## src/verilog/clock_switch_pkg.sv

```systemverilog
// constants, carriers and state layout of the clock switch block
package clock_switch_pkg;
  // ==========================================================
  // register map (byte addresses on the plain register port)
  localparam logic [3:0] ADDR_CTRL = 4'h0;
  localparam logic [3:0] ADDR_PLL = 4'h4;
  localparam logic [3:0] ADDR_TRIM = 4'h8;
  localparam logic [3:0] ADDR_KEY = 4'hc;
  // unlock keys, written in this order to the key register
  localparam logic [15:0] KEY_FIRST = 16'h0046;
  localparam logic [15:0] KEY_SECOND = 16'h0057;
  // ==========================================================
  // field positions of the control register
  localparam int CUR_LSB = 12;
  localparam int NEXT_LSB = 8;
  localparam int LOCK_BIT = 5;
  localparam int FAIL_BIT = 3;
  localparam int SECEN_BIT = 1;
  localparam int SWREQ_BIT = 0;
  // ==========================================================
  // reset values and arithmetic constants
  localparam logic [8:0] PLL_DIV_RESET = 9'h030;
  localparam logic [9:0] PLL_MUL_OFFSET = 10'h002;
  localparam logic [5:0] TRIM_RESET = 6'h00;
  localparam logic [15:0] TRIM_STEP_MILLI = 16'h0177;
  // ==========================================================
  // timing counts
  localparam logic [3:0] SWITCH_EDGES = 4'ha;
  localparam logic [9:0] STARTUP_EDGES = 10'h3ff;
  localparam logic [3:0] FAIL_WINDOW = 4'h4;
  // ==========================================================
  // source codes and primary submodes
  localparam logic [2:0] SRC_FAST_RC = 3'h0;
  localparam logic [2:0] SRC_FAST_RC_PLL = 3'h1;
  localparam logic [2:0] SRC_PRIMARY = 3'h2;
  localparam logic [2:0] SRC_PRIMARY_PLL = 3'h3;
  localparam logic [2:0] SRC_SECONDARY = 3'h4;
  localparam logic [2:0] SRC_LOW_RC = 3'h5;
  localparam logic [2:0] SRC_FAST_RC_16 = 3'h6;
  localparam logic [2:0] SRC_FAST_RC_N = 3'h7;
  localparam logic [1:0] PRI_EXT_CLOCK = 2'h0;
  localparam logic [1:0] PRI_CRYSTAL = 2'h1;
  localparam logic [1:0] PRI_HIGH_SPEED = 2'h2;
  // ==========================================================
  // carriers and state
  typedef struct packed {
    logic fastRc;
    logic primary;
    logic secondary;
    logic lowRc;
    logic pll;
  } osc_bus_t;
  typedef enum logic [1:0] {SW_IDLE, SW_WAIT, SW_COUNT, SW_HAND} sw_state_t;
  typedef struct packed {
    sw_state_t sw;
    logic [2:0] cur;
    logic [2:0] nxt;
    logic swReq;
    logic clkFail;
    logic lock;
    logic secEn;
    logic [1:0] unlockStage;
    logic [8:0] pll_feedback_divisor;
    logic [9:0] pllMul;
    logic [5:0] trim;
    logic [15:0] trimOff;
    osc_bus_t s1;
    osc_bus_t s2;
    osc_bus_t s3;
    logic lockS1;
    logic lockS2;
    logic [3:0] edgeCnt;
    logic [9:0] startCnt;
    logic [3:0] lowCnt;
    osc_bus_t en;
    logic pllRefPri;
    logic trap;
    logic sysClk;
    logic [15:0] rdata;
  } state_t;
endpackage : clock_switch_pkg

```

## src/verilog/clock_switch_and_failsafe.sv

```systemverilog
// clock source switch sequencer, fail-safe monitor and tuning registers
// Functional notes
// - multiplier equals divisor field plus two
// - divisor field powers up giving multiplier 50
// - tuning registers cleared only by power-on
// - trim is signed, 0.375 percent per step
// - switching and monitor need config bit zero
// - disabled: current source follows initial config
// - disabled: switch request ignored, reads zero
// - same source requested: request cleared, aborted
// - valid switch clears lock and fail flags
// - start new oscillator, crystal waits startup
// - PLL target waits for PLL lock
// - count ten new clock edges before changeover
// - changeover clears request, copies next to current
// - old source stops, low RC/secondary excepted
// - processor keeps running during the switch
// - primary submode fixed by configuration only
// - monitor on keeps low RC running except Sleep
// - failure raises trap, falls back to fast RC
// - failed PLL source falls back to fast RC PLL
// - three-bit source codes as listed
// - fail flag reads one after detected failure
// - lock bit reads one only while PLL locked
// - control writes rejected without unlock
`timescale 1ns/1ps
module clock_switch_and_failsafe #(
  parameter logic [9:0] STARTUP_COUNT = clock_switch_pkg::STARTUP_EDGES,
  parameter logic [3:0] FAIL_COUNT = clock_switch_pkg::FAIL_WINDOW
) (
  input wire logic clk_sys,
  input wire logic reset_n,
  input wire logic porReset_n,
  input wire logic [3:0] addr,
  input wire logic [15:0] wdata,
  input wire logic wrEn,
  input wire logic rdEn,
  output logic [15:0] rdata,
  input wire logic switchMonitorCfg,
  input wire logic [2:0] initialSourceCfg,
  input wire logic [1:0] primarySubmodeCfg,
  input wire logic watchdogEnable,
  input wire logic sleepMode,
  input wire clock_switch_pkg::osc_bus_t oscIn,
  input wire logic pllLockIn,
  output clock_switch_pkg::osc_bus_t oscEnable,
  output logic pllRefPrimary,
  output logic [9:0] pllMultiplier,
  output logic [5:0] fastRcTrim,
  output logic [15:0] trimOffset,
  output logic [2:0] sysClkSrc,
  output logic sysClkOut,
  output logic clockFailTrap
);
  // ==========================================================
  // helpers
  // source codes that run from the PLL
  function automatic logic usesPll(input logic [2:0] code);
    usesPll = (code == clock_switch_pkg::SRC_FAST_RC_PLL) ||
              (code == clock_switch_pkg::SRC_PRIMARY_PLL);
  endfunction : usesPll

  // level or edge of the oscillator behind a source code
  function automatic logic srcOf(input logic [2:0] code,
                                 input clock_switch_pkg::osc_bus_t b);
    case (code)
      clock_switch_pkg::SRC_FAST_RC_PLL,
      clock_switch_pkg::SRC_PRIMARY_PLL: srcOf = b.pll;
      clock_switch_pkg::SRC_PRIMARY: srcOf = b.primary;
      clock_switch_pkg::SRC_SECONDARY: srcOf = b.secondary;
      clock_switch_pkg::SRC_LOW_RC: srcOf = b.lowRc;
      default: srcOf = b.fastRc;
    endcase
  endfunction : srcOf

  // oscillators a source code keeps running
  function automatic clock_switch_pkg::osc_bus_t needOf(
      input logic [2:0] code);
    needOf = '0;
    case (code)
      clock_switch_pkg::SRC_FAST_RC_PLL: begin
        needOf.fastRc = 1'b1;
        needOf.pll = 1'b1;
      end
      clock_switch_pkg::SRC_PRIMARY: needOf.primary = 1'b1;
      clock_switch_pkg::SRC_PRIMARY_PLL: begin
        needOf.primary = 1'b1;
        needOf.pll = 1'b1;
      end
      clock_switch_pkg::SRC_SECONDARY: needOf.secondary = 1'b1;
      clock_switch_pkg::SRC_LOW_RC: needOf.lowRc = 1'b1;
      default: needOf.fastRc = 1'b1;
    endcase
  endfunction : needOf

  // ==========================================================
  // state
  clock_switch_pkg::state_t st_ff;
  clock_switch_pkg::state_t nxt_st;
  clock_switch_pkg::osc_bus_t edges;
  logic swEn;
  logic failEvt;
  logic ready;
  logic crystal;
  logic ctrlWrite;
  clock_switch_pkg::osc_bus_t nxtNeed;

  // rising edges use only the second and third sampling stages
  assign edges = st_ff.s2 & ~st_ff.s3;
  assign swEn = (switchMonitorCfg == 1'b0);
  // external clock needs no startup wait; the submode never changes here
  assign crystal = (primarySubmodeCfg == clock_switch_pkg::PRI_CRYSTAL) ||
                   (primarySubmodeCfg == clock_switch_pkg::PRI_HIGH_SPEED);
  assign ctrlWrite = wrEn && (addr == clock_switch_pkg::ADDR_CTRL) &&
                     (st_ff.unlockStage == 2'h2);
  // no active edge seen for a whole low RC window
  assign failEvt = swEn && !sleepMode && (st_ff.lowCnt >= FAIL_COUNT) &&
                   (st_ff.cur != clock_switch_pkg::SRC_LOW_RC);
  assign nxtNeed = needOf(st_ff.nxt);
  assign ready =
      (!nxtNeed.primary || !crystal ||
       (st_ff.startCnt == STARTUP_COUNT)) &&
      (!usesPll(st_ff.nxt) || (st_ff.lockS2 && st_ff.en.pll));

  // ==========================================================
  // next state
  always_comb begin
    nxt_st = st_ff;
    nxt_st.trap = 1'b0;
    nxt_st.rdata = 16'h0000;
    // two flip-flops in front of every outside clock and the lock pin
    nxt_st.s1 = oscIn;
    nxt_st.s2 = st_ff.s1;
    nxt_st.s3 = st_ff.s2;
    nxt_st.lockS1 = pllLockIn;
    nxt_st.lockS2 = st_ff.lockS1;
    nxt_st.pllMul = {1'b0, st_ff.pll_feedback_divisor} +
                    clock_switch_pkg::PLL_MUL_OFFSET;
    // signed step count scaled to thousandths of a percent
    nxt_st.trimOff = 16'({{10{st_ff.trim[5]}}, st_ff.trim} *
                     clock_switch_pkg::TRIM_STEP_MILLI);
    nxt_st.lock = st_ff.en.pll && st_ff.lockS2;

    // unlock: two keys in a row arm exactly one control write
    if (wrEn) begin
      if (addr == clock_switch_pkg::ADDR_KEY) begin
        if (wdata == clock_switch_pkg::KEY_FIRST) begin
          nxt_st.unlockStage = 2'h1;
        end else if (st_ff.unlockStage == 2'h1 &&
                     wdata == clock_switch_pkg::KEY_SECOND) begin
          nxt_st.unlockStage = 2'h2;
        end else begin
          nxt_st.unlockStage = 2'h0;
        end
      end else begin
        nxt_st.unlockStage = 2'h0;
      end
    end

    // register writes; the control word loses a write if not armed
    if (ctrlWrite) begin
      nxt_st.nxt = wdata[clock_switch_pkg::NEXT_LSB +: 3];
      nxt_st.secEn = wdata[clock_switch_pkg::SECEN_BIT];
      if (!wdata[clock_switch_pkg::FAIL_BIT]) begin
        nxt_st.clkFail = 1'b0;
      end
      if (swEn && wdata[clock_switch_pkg::SWREQ_BIT]) begin
        nxt_st.swReq = 1'b1;
      end
    end
    if (wrEn && addr == clock_switch_pkg::ADDR_PLL) begin
      nxt_st.pll_feedback_divisor = wdata[8:0];
    end
    if (wrEn && addr == clock_switch_pkg::ADDR_TRIM) begin
      nxt_st.trim = wdata[5:0];
    end

    // read data stand in the cycle after the strobe
    if (rdEn) begin
      case (addr)
        clock_switch_pkg::ADDR_CTRL: begin
          nxt_st.rdata[clock_switch_pkg::CUR_LSB +: 3] = st_ff.cur;
          nxt_st.rdata[clock_switch_pkg::NEXT_LSB +: 3] = st_ff.nxt;
          nxt_st.rdata[clock_switch_pkg::LOCK_BIT] = st_ff.lock;
          nxt_st.rdata[clock_switch_pkg::FAIL_BIT] = st_ff.clkFail;
          nxt_st.rdata[clock_switch_pkg::SECEN_BIT] = st_ff.secEn;
          nxt_st.rdata[clock_switch_pkg::SWREQ_BIT] = st_ff.swReq;
        end
        clock_switch_pkg::ADDR_PLL: nxt_st.rdata = {7'h00, st_ff.pll_feedback_divisor};
        clock_switch_pkg::ADDR_TRIM: nxt_st.rdata = {10'h000, st_ff.trim};
        default: nxt_st.rdata = 16'h0000;
      endcase
    end

    // startup timer counts primary edges from the moment it is enabled
    if (!st_ff.en.primary) begin
      nxt_st.startCnt = 10'h000;
    end else if (edges.primary && st_ff.startCnt != STARTUP_COUNT) begin
      nxt_st.startCnt = st_ff.startCnt + 10'h001;
    end

    // switch sequencer; the processor is never stalled by it
    case (st_ff.sw)
      clock_switch_pkg::SW_IDLE: begin
        if (st_ff.swReq) begin
          if (st_ff.nxt == st_ff.cur) begin
            nxt_st.swReq = 1'b0;
          end else begin
            nxt_st.lock = 1'b0;
            nxt_st.clkFail = 1'b0;
            nxt_st.sw = clock_switch_pkg::SW_WAIT;
          end
        end
      end
      clock_switch_pkg::SW_WAIT: begin
        nxt_st.edgeCnt = 4'h0;
        if (ready) begin
          nxt_st.sw = clock_switch_pkg::SW_COUNT;
        end
      end
      clock_switch_pkg::SW_COUNT: begin
        if (st_ff.edgeCnt == clock_switch_pkg::SWITCH_EDGES) begin
          nxt_st.sw = clock_switch_pkg::SW_HAND;
        end else if (srcOf(st_ff.nxt, edges)) begin
          nxt_st.edgeCnt = st_ff.edgeCnt + 4'h1;
        end
      end
      clock_switch_pkg::SW_HAND: begin
        // equal levels: the output cannot emit a short pulse here
        if (srcOf(st_ff.cur, st_ff.s2) == srcOf(st_ff.nxt, st_ff.s2)) begin
          nxt_st.cur = st_ff.nxt;
          nxt_st.swReq = 1'b0;
          nxt_st.sw = clock_switch_pkg::SW_IDLE;
        end
      end
      default: nxt_st.sw = clock_switch_pkg::SW_IDLE;
    endcase

    // fail-safe window counted in low RC edges
    if (!swEn || sleepMode || srcOf(st_ff.cur, edges)) begin
      nxt_st.lowCnt = 4'h0;
    end else if (edges.lowRc && st_ff.lowCnt < FAIL_COUNT) begin
      nxt_st.lowCnt = st_ff.lowCnt + 4'h1;
    end
    // placed after the writes so a failure beats a clearing write
    if (failEvt) begin
      nxt_st.cur = usesPll(st_ff.cur) ? clock_switch_pkg::SRC_FAST_RC_PLL
                                      : clock_switch_pkg::SRC_FAST_RC;
      nxt_st.clkFail = 1'b1;
      nxt_st.trap = 1'b1;
      nxt_st.swReq = 1'b0;
      nxt_st.sw = clock_switch_pkg::SW_IDLE;
      nxt_st.lowCnt = 4'h0;
    end

    // switching disabled: configuration picks the source
    if (!swEn) begin
      nxt_st.cur = initialSourceCfg;
      nxt_st.swReq = 1'b0;
      nxt_st.sw = clock_switch_pkg::SW_IDLE;
    end

    // oscillator enables: current, pending target and the exceptions
    nxt_st.en = needOf(st_ff.cur);
    if (st_ff.sw != clock_switch_pkg::SW_IDLE) begin
      nxt_st.en = nxt_st.en | needOf(st_ff.nxt);
    end
    if (st_ff.secEn) begin
      nxt_st.en.secondary = 1'b1;
    end
    if ((swEn || watchdogEnable) && !sleepMode) begin
      nxt_st.en.lowRc = 1'b1;
    end
    nxt_st.pllRefPri =
        (st_ff.sw != clock_switch_pkg::SW_IDLE && usesPll(st_ff.nxt)) ?
        (st_ff.nxt == clock_switch_pkg::SRC_PRIMARY_PLL) :
        (st_ff.cur == clock_switch_pkg::SRC_PRIMARY_PLL);
    nxt_st.sysClk = srcOf(st_ff.cur, st_ff.s2);
  end

  // ==========================================================
  // registers; a warm reset leaves the tuning registers alone
  always_ff @(posedge clk_sys) begin
    if (!reset_n || !porReset_n) begin
      st_ff <= '0;
      st_ff.cur <= initialSourceCfg;
      st_ff.pll_feedback_divisor <= st_ff.pll_feedback_divisor;
      st_ff.pllMul <= st_ff.pllMul;
      st_ff.trim <= st_ff.trim;
      st_ff.trimOff <= st_ff.trimOff;
      if (!porReset_n) begin
        st_ff.pll_feedback_divisor <= clock_switch_pkg::PLL_DIV_RESET;
        st_ff.pllMul <= {1'b0, clock_switch_pkg::PLL_DIV_RESET} +
                        clock_switch_pkg::PLL_MUL_OFFSET;
        st_ff.trim <= clock_switch_pkg::TRIM_RESET;
        st_ff.trimOff <= 16'h0000;
      end
    end else begin
      st_ff <= nxt_st;
    end
  end

  assign rdata = st_ff.rdata;
  assign oscEnable = st_ff.en;
  assign pllRefPrimary = st_ff.pllRefPri;
  assign pllMultiplier = st_ff.pllMul;
  assign fastRcTrim = st_ff.trim;
  assign trimOffset = st_ff.trimOff;
  assign sysClkSrc = st_ff.cur;
  assign sysClkOut = st_ff.sysClk;
  assign clockFailTrap = st_ff.trap;
endmodule : clock_switch_and_failsafe

```

## config.mk

```make
export PLATFORM = sky130hd
export DESIGN_NAME = clock_switch_and_failsafe
export DESIGN_NICKNAME = d
export VERILOG_FILES = /design/src/verilog/clock_switch_pkg.sv /design/src/verilog/clock_switch_and_failsafe.sv
export SDC_FILE = /design/constraint.sdc
export NUM_CORES = 1
export LEC_CHECK = 0
export CORE_ASPECT_RATIO = 1.2
export CORE_MARGIN = 2
export CORE_UTILIZATION = 60
export DETAILED_ROUTE_END_ITERATION = 10
export DONT_BUFFER_PORTS = 1
export HOLD_SLACK_MARGIN = 0.05
export PLACE_DENSITY_LB_ADDON = 0.12
export SYNTH_ARGS = -nofsm -noshare
export SYNTH_HDL_FRONTEND = slang
export SYNTH_SLANG_ARGS = --single-unit
```

## constraint.sdc

```tcl
create_clock -name clk_sys -period 5.1 [get_ports clk_sys]
set_input_delay 0.765 -clock clk_sys [delete_from_list [all_inputs] [get_ports clk_sys]]
set_output_delay 0.765 -clock clk_sys [all_outputs]
set_load 0.05 [all_outputs]
```

======== Word-level counts from Yosys, hierarchy flattened ========
Index checks and enable logic that the tools add are counted.
word-level totals
  output and inout bits ................... 59
  register bits after elaboration ......... 114
  input bits .............................. 39
operators by class
  multiplexer cells ....................... 75
  multipliers ............................. 1
  $lt $le $gt $ge ......................... 2
  add/subtract/negate cells ............... 4
  reductions and logical operators ........ 56
  bitwise gates (word level) .............. 8
  equality and inequality tests ........... 36
operators by type and width
  cell                   count
  $mux 112               1
  $mux 41                1
  $eq 16x7->1 const B    2
  $mux 1                 30
  $mux 2                 12
  $mux 10                2
  $mux 4                 5
  $mul 6x10->16 const B  1
  $pmux 1 s4             4
  $logic_and 1x1->1      15
  $mux 15                1
  $mux 3                 5
  $mux 5                 3
  $ne 2x2->1 const B     7
  $eq 3x2->1 const B     4
  $eq 3x3->1 const B     4
  $eq 4x4->1 const B     3
  $reduce_or 2->1        6
  $reduce_or 3->1        4
  $add 10x1->10 const B  1
  $add 9x2->10 const B   1
  $eq 10x10->1 const B   1
  $logic_or 1x1->1       10
  $ne 10x10->1 const B   1
  32 further kinds       58

======== Depth between registers and ports, before layout ========
  word-level depth ........................ 10
  gate-level depth with buffers ........... 16

======== Worst setup path before layout ========
Ideal clock, no wire load.
  path kind ............................... register to register
  from .................................... register st_ff (netlist bit fastRcTrim[3])
  to ...................................... register st_ff (netlist bit trimOffset[15]) (data pin)
  clock period less this slack ............ 3.987 ns
  setup slack ............................. 1.113 ns
  arrival time ............................ 3.784 ns
  setup time .............................. 0.203 ns
  path buffers ............................ 0
  cell stages (with the launch flop) ...... 15
  cells stage by stage .................... edfxtp_1 -> inv_1 -> ha_1 -> ha_1 -> xor2_1 -> ha_1 -> a21o_1 -> fa_1 -> ha_1 -> a21o_1 -> a21o_1 -> a2111oi_2 -> or3_1 -> o21ai_1 -> a2111oi_1
between the ends
  word-level cells in the longest chain between the ends .. 2
ends and longest elaborated chain
  item                    RTL line                          text
  start, declared         clock_switch_and_failsafe.sv:98   clock_switch_pkg::state_t st_ff;
  start signal, assigned  clock_switch_and_failsafe.sv:299  st_ff <= nxt_st;
  $mul 6x10->16           clock_switch_and_failsafe.sv:140  nxt_st.trimOff = 16'({{10{st_ff.trim[5]}}, st_ff.trim} *
  $mux 112                clock_switch_and_failsafe.sv:284  if (!reset_n || !porReset_n) begin
No other way between the ends.
A chain may end at the register's enable or synchronous reset.

======== Worst setup path in the final report ========
  from .................................... register st_ff (netlist bit fastRcTrim[2])
  to ...................................... register st_ff (netlist bit trimOffset[15]) (data pin)
The elaborated chain is that of the path after synthesis.

==> out/results.tsv <==
stage	metric	value	unit
status	status	completed	
setup_path	endpoint_kind	flip-flop	
pwr	ir_worst_vdd	0.207	mV
die	ios	98	
route	routedWlPerCell	18.2	um
synth	async_flop_share	0	
global_routing	grt_start_max_net_pins	37	
timing	finalSetupViolations	0	
route	vias_per_cell	5.91	
setup_path	crit_type	reg -> reg	
clocking	clk_transition_reported_paths	0.07	ns
timing	final.setup.tns	0	ns
timing	worst_clock_skew	0.00507	ns
global_routing	antenna_found_initial	0	
synth	ys_ff_latch	112	
pwr	p_leak	0.00258	uW
placement	dp_hpwl	9.77	mm
cells_and_area	layout_common_cells	nor2_1 (71), dfxtp_1 (68), ha_1 (53), edfxtp_1 (44), and3_1 (35)	
synth	synth_ff_type	dfxtp_1	
setup_path	required	5.23	ns
synth	synth_area	6230	um^2
clocking	numCtsBuffers	9	
route	drtIter0Drc	171	
setup_path	start_kind	flip-flop	
route	antenna_left	0	
cells_and_area	multi_input_area	2890	um^2
route	dr.pass1.iters	4	
global_routing	grt_overflow	0	
die	core	10100	um^2
timing	rsz0062_at_grt	no	
clocking	cts_tree	done	
setup_path	worstPathMaxFanout	6	
die	die_h	116	um
cells_and_area	fin_nets	669	
clocking	ctsHtreeMaxLevel	3	
placement	routabilityCongestion	0.884	
die	start_util	0.619	
pwr	powerDensity	384	nW/um^2
clocking	clk_path_buf_depth	2	
worst_hold_path	hp-class	reg -> reg	
route	wl	12.7	mm
timing	finalCritPeriodShare	0.888	
clocking	post_cts.repair.setup_buffers	0	
route	drc	0	
cells_and_area	register_area	2680	um^2
timing	worst_pin_slew	1.16	ns
setup_path	critPathArrivalTime	4.66	ns
cells_and_area	area_growth	-0.281	%
cells_and_area	drive_gt1_frac	0.0507	
pwr	power	2390	uW
cells_and_area	final_common_cell	nor2_1	
die	row_count	40	
synth	ys_types	57	
cells_and_area	n_antenna_cell	0	
timing	clock.fmax	221	MHz
synth	synth_warnings	0	
timing	relSlewSlack	0.226	
timing	period_minus_slack	4.53	ns
global_routing	grt_pass1_vias	4131	
run	drv_cap	0	
timing	final_max_slew_viol_count	0	
clocking	cts_resized	0	
die	dieArea	11200	um^2
synth	synth_edf_count	44	
clocking	insertion_delay	0.35	ns
clocking	cts_hold_buffers	0	
die	die_width	97.0	um
route	vias	4122	
clocking	cts.sinks	112	
clocking	root_buffer	clkbuf_16	
global_routing	grt_pass1_wl	20.5	mm
synth	synth_cells	630	
synth	seq_area_frac_synth	0.431	
synth	syn_avg_cell_area	9.89	um^2
timing	whs	0.447	ns
timing	hold_viol_final	0	
placement	io_buffers	0	
global_routing	grt_usage	0.230	
cells_and_area	fillCellCount	839	
==> power breakdown <==
group,internal (uW),total (uW),switching (uW)
logic,229,525,296
clock network,386,715,329
registers,990,1150,157
total,1610,2390,782
==> synth_stat cells, types with 3 or more instances <==
library cell   n  area [um^2]
o21ai_1        7         35.0
inv_1         31          116
or3_1          5         31.3
buf_4         57          428
nor4b_1        3         26.3
and3_1        35          219
nor2b_1        7         43.8
dfxtp_1       68         1360
o21ai_0       10         50.1
xor2_1        16          140
nor3_1        12         60.1
ha_1          53          663
nand2b_1      11         68.8
clkbuf_1      18         67.6
nor2_1        71          267
a21oi_1       27          135
o21a_1         3         22.5
buf_2          5         25.0
a21o_1         7         52.6
inv_2          3         11.3
nand4_1        8         50.1
o32ai_1        4         35.0
nor4_1         6         37.5
nand2_1       28          105
nand3_1       13         65.1
xnor2_1       10         87.6
a22oi_1        4         30.0
edfxtp_1      44         1320
fa_1          10          200
mux2i_1       15          150
nand3b_1       7         52.6
==> final timing paths <==
| check | startpoint | to | slack (ns) | depth (start not counted) |
|---|---|---|---|---|
| max | fastRcTrim[2] | trimOffset[15] | 0.57 | 14 |
| min | st_ff[27] | st_ff[27] | 0.45 | 2 |
| max reg2reg | fastRcTrim[2] | trimOffset[15] | 0.57 | 14 |
| min reg2reg | st_ff[27] | st_ff[27] | 0.45 | 2 |
==> layout make-up <==
| class | instances | area share |
|---|---|---|
| Clock inverter | 7 | 0.0133 |
| Timing Repair Buffer | 6 | 0.00725 |
| Inverter | 34 | 0.0205 |
| Clock buffer | 9 | 0.0363 |
| Sequential cell | 112 | 0.432 |
| Multi-Input combinational cell | 404 | 0.465 |
| Tap cell | 126 | 0.0254 |
==> critical path, stage by stage (launching register included) <==
cell and delay [ns]:
edfxtp_1 0.79, inv_1 0.12, fa_1 0.50, inv_1 0.06
ha_1 0.27, inv_1 0.06, fa_1 0.53, inv_1 0.05
ha_1 0.28, ha_1 0.33, a21o_1 0.22, a2111oi_2 0.39
or3_1 0.20, o21ai_1 0.11, a2111oi_1 0.41
==> logic make-up (layout without fill, tap and decap cells) <==
group | after synthesis | count (layout) | share of synthesized area
compound gates | 79 | 79 | 0.0824
flops | 112 | 112 | 0.431
simple gates | 218 | 218 | 0.179
buf+inv | 115 | 56 | 0.106
other cells | 1 | 2 | 0.000602
fa+ha+maj | 63 | 63 | 0.139
mux | 16 | 16 | 0.0259
xor+xnor | 26 | 26 | 0.0366
==> through the flow <==
step                      worst slack (ns)  instance area, um^2  utilization  instances
after detailed placement             0.635                 5900        0.587        682
after global routing                 0.360                 6210        0.617        698
after CTS                            0.579                 6210        0.617        698
after floorplan                       1.11                 6230            -        631
after global placement               0.738                 5900        0.587        682
final                                0.570                 6210        0.617        698
==> layer usage <==
layer	vias to the layer above	track usage	part of all wire
met2	110	0.433	0.54
met1	1986	0.259	0.40
met3	25	0.0458	0.044
met5	-	0	0
met4	0	0.0873	0.021
li1	2001	-	-
==> sequential cells by signal (all words and copies together) (netlist names) <==
register,count
st_ff,44
trimOffset,16
rdata,14
nxt_st,11
pllMultiplier,10
fastRcTrim,6
oscEnable,5
sysClkSrc,3
clockFailTrap,1
pllRefPrimary,1
sysClkOut,1
No activity file was read; power rests on OpenSTA's default activity.
